--- src/hbsc_defines.svh ---
`ifndef HBSC_DEFINES_SVH
`define HBSC_DEFINES_SVH

// frame and word layout
`define HBSC_WORD_W        16
`define HBSC_CNT_W         5
`define HBSC_NSW           6
`define HBSC_FRAME_BITS    5'h10

// control word fields
`define HBSC_CTL_CLR       0
`define HBSC_CTL_SW_LO     1
`define HBSC_CTL_OC_EN     13
`define HBSC_CTL_RESET     16'h2000

// status word fields
`define HBSC_ST_WARM       0
`define HBSC_ST_SW_LO      1
`define HBSC_ST_SHORT      13
`define HBSC_ST_OPEN       14
`define HBSC_ST_SUPPLY     15

// reserved control patterns that enter factory test modes
`define HBSC_TEST_PAT_A    16'hF800
`define HBSC_TEST_PAT_B    16'hE600
`define HBSC_TEST_PAT_C    16'hE180

// host register map (byte addresses)
`define HBSC_ADDR_W        4
`define HBSC_REG_TX        4'h0
`define HBSC_REG_CMD       4'h4
`define HBSC_REG_STAT      4'h8
`define HBSC_REG_RX        4'hC
`define HBSC_CMD_FRAME     0
`define HBSC_CMD_PEEK      1
`define HBSC_STAT_BUSY     0
`define HBSC_STAT_DONE     1
`define HBSC_STAT_REJ      2
`define HBSC_STAT_WARM     3

// link timing
`define HBSC_REF_HZ        50000000
`define HBSC_SCLK_MAX_HZ   2000000
`define HBSC_HALF_DIV      ((`HBSC_REF_HZ + 2 * `HBSC_SCLK_MAX_HZ - 1) / (2 * `HBSC_SCLK_MAX_HZ))
`define HBSC_DIV_W         8

`endif

--- src/hbsc_pkg.sv ---
`include "hbsc_defines.svh"

package hbsc_pkg;

	typedef logic [`HBSC_WORD_W-1:0] hbsc_word_t;
	typedef logic [`HBSC_NSW-1:0]    hbsc_sw_t;

	typedef struct packed {
		logic                  sel_d;
		logic                  clk_d;
		hbsc_word_t            rx_sh;
		hbsc_word_t            tx_sh;
		logic [`HBSC_CNT_W-1:0] cnt;
		logic                  out_en;
		logic                  do_bit;
		hbsc_word_t            ctrl;
		hbsc_sw_t              tripped;
		logic                  short_detected;
		logic                  open_load_detected;
		logic                  supply_fail;
		hbsc_sw_t              sw_on;
		hbsc_word_t            status;
		logic                  applied;
	} hbsc_dev_state_t;

	typedef enum logic [2:0] {
		HBSC_H_IDLE,
		HBSC_H_LEAD,
		HBSC_H_LOW,
		HBSC_H_HIGH,
		HBSC_H_TRAIL,
		HBSC_H_GAP
	} hbsc_host_fsm_t;

	typedef struct packed {
		hbsc_host_fsm_t         fsm;
		logic [`HBSC_DIV_W-1:0] div;
		logic [`HBSC_CNT_W-1:0] bit_idx;
		logic                   peek;
		hbsc_word_t             tx;
		hbsc_word_t             sh;
		hbsc_word_t             rx;
		logic                   sel_n;
		logic                   sclk;
		logic                   sdi;
		logic                   done;
		logic                   rej;
		logic                   temp_prewarning;
		hbsc_word_t             rdata;
	} hbsc_host_state_t;

endpackage : hbsc_pkg

--- src/hbsc_if.sv ---
`timescale 1ns/100ps

interface hbsc_if;
	logic select_n;
	logic serial_clk;
	logic serial_in;
	logic serial_out;
	logic serial_out_oe;
	logic serial_out_line;

	// released line reads low, like a pulled-down shared data-out net
	assign serial_out_line = serial_out_oe & serial_out;

	modport host (
		output select_n,
		output serial_clk,
		output serial_in,
		input  serial_out_line
	);

	modport device (
		input  select_n,
		input  serial_clk,
		input  serial_in,
		output serial_out,
		output serial_out_oe
	);
endinterface : hbsc_if

--- src/hbsc_device.sv ---
// Added by the designer: strobed register access and the address map.
`timescale 1ns/100ps

`include "hbsc_defines.svh"

// How it works
// - select falling edge starts a new frame
// - serial input sampled on serial clock falling
// - control word arrives least significant bit first
// - control word applied only on select rising
// - data out released while select high
// - data out changes on serial clock rising
// - status word leaves least significant bit first
// - clear bit drops supply, open-load, short flags
// - control bits one to six drive switches
// - bit thirteen enables overcurrent shutdown
// - status bits one to six show switches
// - status bit zero mirrors temperature prewarning
// - status bit thirteen flags a short, shutdown enabled or not
// - status bit fourteen flags open load
// - status bit fifteen flags supply undervoltage
// - reset: shutdown enabled, clear and switches low
// - host avoids the three test patterns
// - exactly sixteen bits each way per frame
// - short frame changes neither register
module hbsc_device (
	// clock and reset
	input  wire logic               ref_clk,
	input  wire logic               rstn,
	// serial link
	hbsc_if.device                  link,
	// power stage and protection
	input  wire logic               inhibit_n,
	input  wire logic               temp_prewarn_in,
	input  wire hbsc_pkg::hbsc_sw_t overcurrent_in,
	input  wire hbsc_pkg::hbsc_sw_t open_load_in,
	input  wire logic               undervoltage_in,
	// switch drive and register view
	output hbsc_pkg::hbsc_sw_t      switch_on,
	output logic                    overcurrent_shutdown_en,
	output hbsc_pkg::hbsc_word_t    ctrl_word,
	output hbsc_pkg::hbsc_word_t    status_word,
	output logic                    frame_applied
);
	import hbsc_pkg::*;

	hbsc_dev_state_t st_r;
	hbsc_dev_state_t st_nxt;

	logic [2:0] pins_s;
	logic       sel_s;
	logic       clk_s;
	logic       din_s;

	// idle link: select high, clock and data low
	hbsc_sync #(
		.W    (3),
		.INIT (3'h4)
	) u_pin_sync (
		.ref_clk  (ref_clk),
		.rstn     (rstn),
		.async_in ({link.select_n, link.serial_clk, link.serial_in}),
		.sync_out (pins_s)
	);

	assign sel_s = pins_s[2];
	assign clk_s = pins_s[1];
	assign din_s = pins_s[0];

	function automatic hbsc_dev_state_t reset_state();
		hbsc_dev_state_t s;
		s         = '0;
		s.sel_d   = 1'b1;
		s.ctrl    = `HBSC_CTL_RESET;
		s.status  = '0;
		return s;
	endfunction : reset_state

	function automatic hbsc_sw_t ctl_switches(input hbsc_word_t w);
		return w[`HBSC_CTL_SW_LO +: `HBSC_NSW];
	endfunction : ctl_switches

	function automatic hbsc_word_t pack_status(input logic warm, input hbsc_sw_t sw,
	                                           input logic shorted, input logic open_ld, input logic low_supply);
		hbsc_word_t w;
		w                              = '0;
		w[`HBSC_ST_WARM]               = warm;
		w[`HBSC_ST_SW_LO +: `HBSC_NSW] = sw;
		w[`HBSC_ST_SHORT]              = shorted;
		w[`HBSC_ST_OPEN]               = open_ld;
		w[`HBSC_ST_SUPPLY]             = low_supply;
		return w;
	endfunction : pack_status

	logic     sel_fall;
	logic     sel_rise;
	logic     sclk_fall;
	logic     sclk_rise;
	logic     apply;
	logic     clear;
	hbsc_sw_t short_ev;
	hbsc_sw_t open_ev;
	hbsc_sw_t cmd_sw;

	always_comb begin
		st_nxt    = st_r;
		sel_fall  = st_r.sel_d & ~sel_s;
		sel_rise  = ~st_r.sel_d & sel_s;
		sclk_fall = ~sel_s & st_r.clk_d & ~clk_s;
		sclk_rise = ~sel_s & ~st_r.clk_d & clk_s;
		apply     = 1'b0;
		clear     = 1'b0;
		short_ev  = overcurrent_in & st_r.sw_on;
		open_ev   = open_load_in & st_r.sw_on;
		cmd_sw    = '0;

		st_nxt.sel_d   = sel_s;
		st_nxt.clk_d   = clk_s;
		st_nxt.applied = 1'b0;

		// frame engine
		if (sel_fall) begin
			// freeze the status so the word read out is one coherent sample
			st_nxt.tx_sh  = st_r.status;
			st_nxt.do_bit = st_r.status[`HBSC_ST_WARM];
			st_nxt.out_en = 1'b1;
			st_nxt.cnt    = '0;
			st_nxt.rx_sh  = '0;
		end else if (sel_rise) begin
			st_nxt.out_en = 1'b0;
			// anything but exactly sixteen clocks is dropped, incl. a prewarning peek
			apply = (st_r.cnt == `HBSC_FRAME_BITS);
		end else if (sclk_fall) begin
			// new bit enters at the top, so bit 0 ends up at the bottom
			st_nxt.rx_sh = {din_s, st_r.rx_sh[`HBSC_WORD_W-1:1]};
			if (st_r.cnt != '1) begin
				st_nxt.cnt = st_r.cnt + 1'b1;
			end
		end else if (sclk_rise && st_r.cnt != '0) begin
			// first rising edge of a frame keeps bit 0 on the line
			st_nxt.tx_sh  = {1'b0, st_r.tx_sh[`HBSC_WORD_W-1:1]};
			st_nxt.do_bit = st_r.tx_sh[1];
		end

		// apply the received control word only when select returns high
		if (apply) begin
			st_nxt.ctrl    = st_r.rx_sh;
			st_nxt.applied = 1'b1;
			clear          = st_r.rx_sh[`HBSC_CTL_CLR];
		end

		// latched faults: clear first, then new events so a set wins
		if (clear) begin
			st_nxt.short_detected     = 1'b0;
			st_nxt.open_load_detected = 1'b0;
			st_nxt.supply_fail        = 1'b0;
			st_nxt.tripped            = '0;
		end
		if (|short_ev) begin
			st_nxt.short_detected = 1'b1;
		end
		if (st_nxt.ctrl[`HBSC_CTL_OC_EN]) begin
			st_nxt.tripped = st_nxt.tripped | short_ev;
		end
		if (|open_ev) begin
			st_nxt.open_load_detected = 1'b1;
		end
		if (undervoltage_in) begin
			st_nxt.supply_fail = 1'b1;
		end

		// switch drive: command, minus tripped switches, all off in undervoltage
		cmd_sw = ctl_switches(st_nxt.ctrl);
		if (undervoltage_in) begin
			st_nxt.sw_on = '0;
		end else begin
			st_nxt.sw_on = cmd_sw & ~st_nxt.tripped;
		end

		// switch bits reflect real state; a clear changes them only by releasing tripped switches
		st_nxt.status = pack_status(temp_prewarn_in, st_nxt.sw_on,
		                            st_nxt.short_detected, st_nxt.open_load_detected, st_nxt.supply_fail);

		// standby acts as a power-on reset of all device state except the pin synchroniser
		if (!inhibit_n) begin
			st_nxt = reset_state();
		end
	end

	always_ff @(posedge ref_clk or negedge rstn) begin
		if (!rstn) begin
			st_r <= reset_state();
		end else begin
			st_r <= st_nxt;
		end
	end

	assign link.serial_out          = st_r.do_bit;
	assign link.serial_out_oe       = st_r.out_en;
	assign switch_on                = st_r.sw_on;
	assign overcurrent_shutdown_en  = st_r.ctrl[`HBSC_CTL_OC_EN];
	assign ctrl_word                = st_r.ctrl;
	assign status_word              = st_r.status;
	assign frame_applied            = st_r.applied;
endmodule : hbsc_device

--- src/hbsc_sync.sv ---
`timescale 1ns/100ps

module hbsc_sync #(
	parameter int          W   = 1,
	parameter logic [W-1:0] INIT = '0
) (
	// clock and reset
	input  wire logic         ref_clk,
	input  wire logic         rstn,
	// asynchronous in, synchronised out
	input  wire logic [W-1:0] async_in,
	output logic      [W-1:0] sync_out
);
	typedef struct packed {
		logic [W-1:0] meta;
		logic [W-1:0] sync;
	} hbsc_sync_state_t;

	hbsc_sync_state_t st_r;
	hbsc_sync_state_t st_nxt;

	always_comb begin
		st_nxt.meta = async_in;
		st_nxt.sync = st_r.meta;
	end

	always_ff @(posedge ref_clk or negedge rstn) begin
		if (!rstn) begin
			st_r <= {INIT, INIT};
		end else begin
			st_r <= st_nxt;
		end
	end

	assign sync_out = st_r.sync;
endmodule : hbsc_sync
--- src/flat_wrapper.sv ---
// flat-port wrapper written by rule: the top's interface ports become plain ports
module hbsc_device_flat import hbsc_pkg::*;
  (ref_clk, rstn, inhibit_n, temp_prewarn_in, overcurrent_in, open_load_in, undervoltage_in, switch_on, overcurrent_shutdown_en, ctrl_word, status_word, frame_applied, link_select_n, link_serial_clk, link_serial_in, link_serial_out, link_serial_out_oe);
  hbsc_if link_i ();
  input  wire logic ref_clk;
  input  wire logic rstn;
  input  wire logic inhibit_n;
  input  wire logic temp_prewarn_in;
  input  wire hbsc_pkg::hbsc_sw_t overcurrent_in;
  input  wire hbsc_pkg::hbsc_sw_t open_load_in;
  input  wire logic undervoltage_in;
  output hbsc_pkg::hbsc_sw_t switch_on;
  output logic overcurrent_shutdown_en;
  output hbsc_pkg::hbsc_word_t ctrl_word;
  output hbsc_pkg::hbsc_word_t status_word;
  output logic frame_applied;
  input wire logic [$bits(link_i.select_n)-1:0] link_select_n;
  input wire logic [$bits(link_i.serial_clk)-1:0] link_serial_clk;
  input wire logic [$bits(link_i.serial_in)-1:0] link_serial_in;
  output wire logic [$bits(link_i.serial_out)-1:0] link_serial_out;
  output wire logic [$bits(link_i.serial_out_oe)-1:0] link_serial_out_oe;
  assign link_i.select_n = link_select_n;
  assign link_i.serial_clk = link_serial_clk;
  assign link_i.serial_in = link_serial_in;
  assign link_serial_out = link_i.serial_out;
  assign link_serial_out_oe = link_i.serial_out_oe;
  hbsc_device u_core (.ref_clk(ref_clk), .rstn(rstn), .link(link_i), .inhibit_n(inhibit_n), .temp_prewarn_in(temp_prewarn_in), .overcurrent_in(overcurrent_in), .open_load_in(open_load_in), .undervoltage_in(undervoltage_in), .switch_on(switch_on), .overcurrent_shutdown_en(overcurrent_shutdown_en), .ctrl_word(ctrl_word), .status_word(status_word), .frame_applied(frame_applied));
endmodule
--- config.mk ---
export PLATFORM = sky130hd
export DESIGN_NAME = hbsc_device_flat
export DESIGN_NICKNAME = d
export VERILOG_FILES = /design/src/hbsc_pkg.sv /design/src/hbsc_if.sv /design/src/hbsc_device.sv /design/src/hbsc_sync.sv /design/src/flat_wrapper.sv
export VERILOG_INCLUDE_DIRS = /design/src
export SDC_FILE = /design/constraint.sdc
export NUM_CORES = 1
export LEC_CHECK = 0
export BUFFER_PORTS_ARGS = -buffer_cell sky130_fd_sc_hd__clkbuf_2
export CORE_ASPECT_RATIO = 1.4
export CORE_MARGIN = 2
export CORE_UTILIZATION = 45
export CTS_CLUSTER_SIZE = 40
export DETAILED_ROUTE_END_ITERATION = 12
export GPL_TIMING_DRIVEN = 0
export PLACE_DENSITY_LB_ADDON = 0.05
export SYNTH_ARGS = -nofsm -noshare
export SYNTH_HDL_FRONTEND = slang
export SYNTH_HIERARCHICAL = 1
export SYNTH_SLANG_ARGS = --single-unit
export TNS_END_PERCENT = 50
--- constraint.sdc ---
create_clock -name ref_clk -period 4.8 [get_ports ref_clk]
set_input_delay 0.96 -clock ref_clk [delete_from_list [all_inputs] [get_ports ref_clk]]
set_output_delay 0.96 -clock ref_clk [all_outputs]
set_load 0.02 [all_outputs]
==> summary.txt, run 1 <==
Setup path
  • Worst reg2reg path endpoint: u_core/st_r[53]
  • CP arrival: 1.27 ns
  • Critical path required time: ~3.8 ns
  • Startpoint types: flop
  • Worst Reg-to-Reg Cells: 7
  • Crit path max fanout: 9
  • Reg2reg start: u_core/st_r[50]
  • Setup CP Type: flop to output pin
  • Worst reg-to-reg setup slack: 2.59 ns
  • Crit path capture type: output pin

Floorplanning
  • IO Pins: 62
  • DIE AREA: 9180 um2
  • Starting density of the core: 0.465
  • Core footprint: between 8000 and 9000 um2
  • DIE HEIGHT: ~110 um
  • FP Rows: 39
  • Die X: 81.5 um

Logic synthesis
  • Main area contributors after synthesis: dfrtp_1, buf_4, nand2_1, mux2i_1, a21oi_1
  • Area of the mapped netlist: 3790 um2
  • FFs w/ async S/R, synth: 1.00
  • Sequential fraction of the synthesis area: 0.523
  • Gate Count Post-Synth: 380
  • Synth Register Bits: 79
  • Cell accounting for the most synthesized area: dfrtp_1
  • Post-synth EDFFs: 0
  • Synth Flop Type: dfrtp_1
  • Syn Area/Cell: 9.97 um2
  • Synth cell types: 40
  • Synth top area share: 0.496
  • Ys Warns: 6

STA
  • Unrepaired setup endpoints after global routing: false
  • Worst rel slew slack: 0.576
  • Fin crit share: 0.465
  • Least-Margin Pin Slew: 0.627 ns
  • Maximum clock rate: 0.448 GHz
  • Slew Limit Fails: 0
  • Final Hold Fails: 0
  • Minimum clock period: between 2 and 2.5 ns
  • Setup TNS: 0 ns
  • PnR worst setup slack: 2.57 ns
  • Setup violations, final: 0
  • Skew final: 0.00874 ns

Routing
  • Via density: 5.12
  • Antenna violation net count after detailed routing: 0
  • Met2 WL: between 3000 and 4000 um
  • Vias: 2,858
  • Metal-1 WL: 3790 um
  • Detailed router's first-iteration violation count: 130
  • DR pass1 iterations: 4
  • Remaining DRCs: 0
  • Routed met3 length: 370 um
  • Post-Route WL: between 8000 and 9000 um
  • Top Layer Used: met4
  • WL/cell: 14.9 um

Placement
  • Port Buffers: 54
  • Placed Cells: ~540
  • Gpl congestion: 0.748
  • Detailed Place HPWL: 5910 um
  • Pre-CTS setup slack: 2.29 ns

Clock tree
  • Hold buffers post-CTS: 0
  • Postcts setup bufs: 0
  • H-tree depth: 3
  • CTS resizes: 0
  • Root Buffer: clkbuf_16
  • CTS Buf Count: 9
  • Sink Count: 79
  • Clock Latency Late Sink: 0.34 ns
  • Clock buffer depth: 2
  • CTS tree: yes
  • Clock transition at path regs: 0.05 ns

Finish
  • Commonest non-fill, non-tap cell in the layout: dfrtp_1
  • Layout Cells excl Fill: 558
  • N_diodes: 0
  • Area Growth Syn to Fin: 18.8%
  • Net count, final: 474
  • Post-Route Utilization: 0.552
  • Share of post-route cells with drive strength above 1: 0.292
  • Most frequent cells in the layout: dfrtp_1, clkbuf_2, nand2_1, buf_4, nor2_1

Hold path
  • HP Start: u_core/u_pin_sync/st_nxt[1]
  • Worst hold endpoint: u_core/u_pin_sync/sync_out[1]
  • Hold depth: 0
  • Hold Crit Class: flop to flop

Power
  • LEAKAGE: 2.24 nW
  • Peak supply drop: 0.189 mV
  • P per Cell Area: 313 nW/um2

Global routing
  • Initial antenna violation count: 0
  • Global-route wire length before repair: 13,700 um
  • GRT Total Usage: 0.200
  • Grt ovf: 0
  • Vias in the first global route: 2,685
  • Largest net degree at the start of global routing: 48

Outcome
  • Status: finished clean

Flow run
  • Max-cap viol count: 0
==> Yosys cell counts, types with 5 or more instances <==
master    number
mux2i_1       17
inv_1         21
nand3_1       18
nor3b_1        8
nor3_1        12
a221oi_1       8
a211oi_1       6
nor2_1        36
buf_4         42
buf_2          6
a21oi_1       27
clkbuf_1       5
nand2_1       51
dfrtp_1       75
==> routing by layer <==
layer,vias up,track usage
li1,1393,-
met1,1387,0.273
met2,66,0.302
met3,12,0.0338
met4,0,0.108
met5,-,0
==> worst max-delay path, stage by stage (launching register included) <==
cell      delay, ns
dfstp_2        0.64
buf_4          0.14
clkbuf_2       0.16
==> flip-flops by register name (all words and copies together), names as in the netlist <==
name / flops
u_core/frame_applied: 1
u_core/link.serial_out_oe: 1
u_core/u_pin_sync/st_nxt: 3
u_core/status_word: 5
u_core/switch_on: 5
u_core/u_pin_sync/sync_out: 3
u_core/st_r: 45
u_core/ctrl_word: 16
==> per-stage QoR <==
stage	total power, mW	area [um2]	hold WS, ns
final	1.41	4500	0.346
after global routing	1.47	4500	0.357
after CTS	1.42	4500	0.347
after detailed placement	0.805	4230	0.335
after global placement	0.802	4200	0.335
after floorplan	0.762	3810	0.331
==> layout make-up <==
cell class	count	area, um2
plain buffers	56	392
clock buffers	14	254
clock inverters	2	10.0
fillers	752	3650
inverters	21	78.8
multi-input cells	229	1350
flip-flops and latches	79	1980
well taps	102	128
repair buffers	55	300
==> how the worst max path moves through the flow <==
stage                    startpoint                  end  slack, ns  cells after the start
6_report       u_core/ctrl_word[13]        ctrl_word[13]       2.57                      2
5_1_grt             u_core/st_r[50]      u_core/st_r[53]       2.44                      7
4_1_cts        u_core/ctrl_word[13]        ctrl_word[13]       2.56                      2
3_5_place_dp              inhibit_n      u_core/st_r[86]       2.29                      6
3_3_place_gp                   rstn  u_core/ctrl_word[4]       1.94                      1
2_1_floorplan       u_core/st_r[50]      u_core/st_r[53]       2.77                      7
==> power by group <==
part | leakage (nW) | internal, mW | switching [mW] | total [mW]
registers | 1.06 | 0.682 | 0.00861 | 0.691
logic | 1.04 | 0.0366 | 0.0650 | 0.102
clock network | 0.131 | 0.363 | 0.253 | 0.616
==> kinds of logic after synthesis <==
logic type | Yosys count | share of synthesized area
AOI/OAI and AO/OA | 61 | 0.114
muxes | 17 | 0.0449
adders and majority gates | 3 | 0.00991
DFF | 79 | 0.523
and+or+nand+nor | 142 | 0.183
buffers and inverters | 77 | 0.124
other | 1 | 0.000990
Note: power is estimated with default switching activity, not from simulation.
==> inputs of run 2 (changes only) <==
--- a/config.mk
+++ b/config.mk
@@ -6,6 +6,7 @@
 export SDC_FILE = /design/constraint.sdc
 export NUM_CORES = 1
 export LEC_CHECK = 0
+export ABC_AREA = 1
 export BUFFER_PORTS_ARGS = -buffer_cell sky130_fd_sc_hd__clkbuf_2
 export CORE_ASPECT_RATIO = 1.4
 export CORE_MARGIN = 2
==> constraint.sdc (replaced) <==
create_clock -name ref_clk -period 1.89 [get_ports ref_clk]
set_input_delay 0.378 -clock ref_clk [delete_from_list [all_inputs] [get_ports ref_clk]]
set_output_delay 0.378 -clock ref_clk [all_outputs]
set_load 0.02 [all_outputs]
==> summary.txt, run 2 <==
Clock tree
  • Sink Count: 79
  • CTS Buf Count: 9
  • H-tree depth: 3
  • CTS resizes: 0
  • Root Buffer: clkbuf_16
  • Clock buffer depth: 2
  • CTS tree: yes
  • Clock transition at path regs: 0.06 ns
  • Clock Latency Late Sink: 0.33 ns

Placement
  • Gpl congestion: 0.758
  • Port Buffers: 55
  • Pre-CTS setup slack: 0.282 ns
  • Placed Cells: 574
  • Detailed Place HPWL: 5710 um
  • Placed instance area: 4200 um2

Finish
  • Biggest register: u_core/st_r
  • Commonest non-fill, non-tap cell in the layout: dfrtp_1
  • Post-Route Utilization: 0.559
  • Largest register FFs: 45
  • Area Growth Syn to Fin: 21.0%
  • N_diodes: 0
  • Share of post-route cells with drive strength above 1: 0.323
  • Net count, final: 507
  • Final Cell Area: 4530 um2
  • Layout Cells excl Fill: 591
  • # fillers: 777
  • Most frequent cells in the layout: dfrtp_1, nand3_1, clkbuf_2, nand2_1, inv_1

Logic synthesis
  • Synth Register Bits: slightly below 80
  • Area of the mapped netlist: ~3700 um2
  • Sequential fraction of the synthesis area: 0.529
  • Gate Count Post-Synth: 411
  • FFs w/ async S/R, synth: 1.00
  • Top-count cell post-synth: dfrtp_1
  • Synth Flop Type: dfrtp_1
  • Synth top area share: 0.501
  • Post-synth EDFFs: 0
  • Main area contributors after synthesis: dfrtp_1, buf_4, nand3_1, nand2_1, inv_1
  • Synth cell types: 30
  • Syn Area/Cell: 9.11 um2
  • Ys Warns: 6
  • Most frequent cells after synthesis: dfrtp_1, nand3_1, nand2_1, inv_1, buf_4
  • Cell accounting for the most synthesized area: dfrtp_1

STA
  • Final Hold Fails: 0
  • Setup TNS: 0 ns
  • PnR worst setup slack: 0.287 ns
  • Slew Limit Fails: 0
  • Skew final: 0.00580 ns
  • Maximum clock rate: 0.624 GHz
  • Unrepaired setup endpoints after global routing: false
  • Least-Margin Pin Slew: 0.555 ns
  • Minimum clock period: 1.60 ns
  • Worst rel slew slack: 0.630
  • Setup violations, final: 0
  • Fin crit share: 0.848

Floorplanning
  • Starting density of the core: 0.462
  • DIE AREA: 9080 um2
  • Die X: roughly 81 um
  • FP Rows: 39
  • Core footprint: 8100 um2
  • DIE HEIGHT: 112 um
  • IO Pins: 62

Setup path
  • Slowest cell on the critical path: dfrtp_1
  • Startpoint types: flop
  • Crit path max fanout: 10
  • Critical path required time: 2.12 ns
  • Crit path capture type: flop
  • Most used cell, CP: nand2_1
  • CP peak stage delay: ~0.4 ns
  • Setup CP Type: flop to flop
  • CP arrival: 1.83 ns
  • Cell Chain, Critical Path: inv_1, ha_1, nand2_1, nor2_1, nand2_2, buf_4, nand3_1, nand2_1, nand2_1, nor2_1
  • Worst reg-to-reg setup slack: 0.29 ns

Routing
  • Via density: 4.84
  • Vias: 2,861
  • WL/cell: 13.6 um
  • DR pass1 iterations: 4
  • Remaining DRCs: 0
  • Post-Route WL: 8050 um
  • Antenna violation net count after detailed routing: 0
  • Detailed router's first-iteration violation count: 156

Power
  • Peak supply drop: just under 0.6 mV
  • LEAKAGE: 2.34 nW
  • P per Cell Area: 847 nW/um2

Outcome
  • Status: finished clean

Global routing
  • Grt ovf: 0
  • Initial antenna violation count: 0
  • Vias in the first global route: roughly 2,900
  • Global-route wire length before repair: 13,600 um
  • Largest net degree at the start of global routing: 56
  • GRT Total Usage: 0.197

Flow run
  • Max-cap viol count: 0

Hold path
  • Hold Crit Class: input pin to flop
-- run 2: where the power goes --
group	switching [mW]	leakage, nW	total (mW)	internal [mW]
logic	0.156	1.11	0.230	0.0739
clock network	0.646	0.160	1.87	1.23
registers	0.0147	1.07	1.74	1.72
-- run 2: cell families after synthesis --
group | synth area share
AO/OA/AOI/OAI | 0.107
XOR/XNOR | 0.00234
adder cells (fa/ha/maj) | 0.0100
buffers and inverters | 0.149
flip-flops | 0.529
other | 0.00100
AND/OR/NAND/NOR | 0.201
-- run 2: worst max-delay path, delay by kind of cell (launching register included) --
family | cells | cell delay, ns
buf+inv | 2 | 0.32
simple gates | 7 | 0.59
flops | 1 | 0.40
fa+ha+maj | 1 | 0.19
-- run 2: cell type report --
cell class	count	area (um2)	share of cell area
Tap cell	102	128	0.0282
Buffer	53	387	0.0853
Clock inverter	3	65.1	0.0144
Inverter	46	173	0.0381
Timing Repair Buffer	57	315	0.0696
Multi-Input combinational cell	238	1220	0.270
Clock buffer	13	260	0.0574
Sequential cell	79	1980	0.437
-- run 2: final timing paths --
kind,startpoint,end,cells after the start
setup / recovery,u_core/st_r[50],u_core/status_word[6],10
hold reg to reg,u_core/u_pin_sync/st_nxt[1],u_core/u_pin_sync/sync_out[1],0
min in group asynchronous,rstn,u_core/st_r[58],2
max in group asynchronous,rstn,u_core/ctrl_word[13],3
setup reg to reg,u_core/st_r[50],u_core/status_word[6],10
hold / removal,link_select_n,u_core/u_pin_sync/st_nxt[2],1
-- run 2: routing by layer --
layer  vias up  track usage  share of wire
met5         -            0              0
met2        79        0.324           0.51
met4         0       0.0847          0.020
met1      1336        0.252           0.43
met3        12       0.0357          0.042
li1       1434            -              -
-- run 2: repair_timing --
action | 4_1_cts | 5_1_grt
buffers inserted | 0 | 0
endpoints found under the hold margin | 21 | 0
hold buffers | 1 | 0
-- run 2: per-stage QoR --
stage / hold WS [ns] / power [mW]
after detailed placement: 0.340 / 2.00
after CTS: 0.112 / 3.89
after floorplan: 0.0824 / 1.90
final: 0.124 / 3.84
after global routing: 0.121 / 3.98
after global placement: 0.336 / 1.99
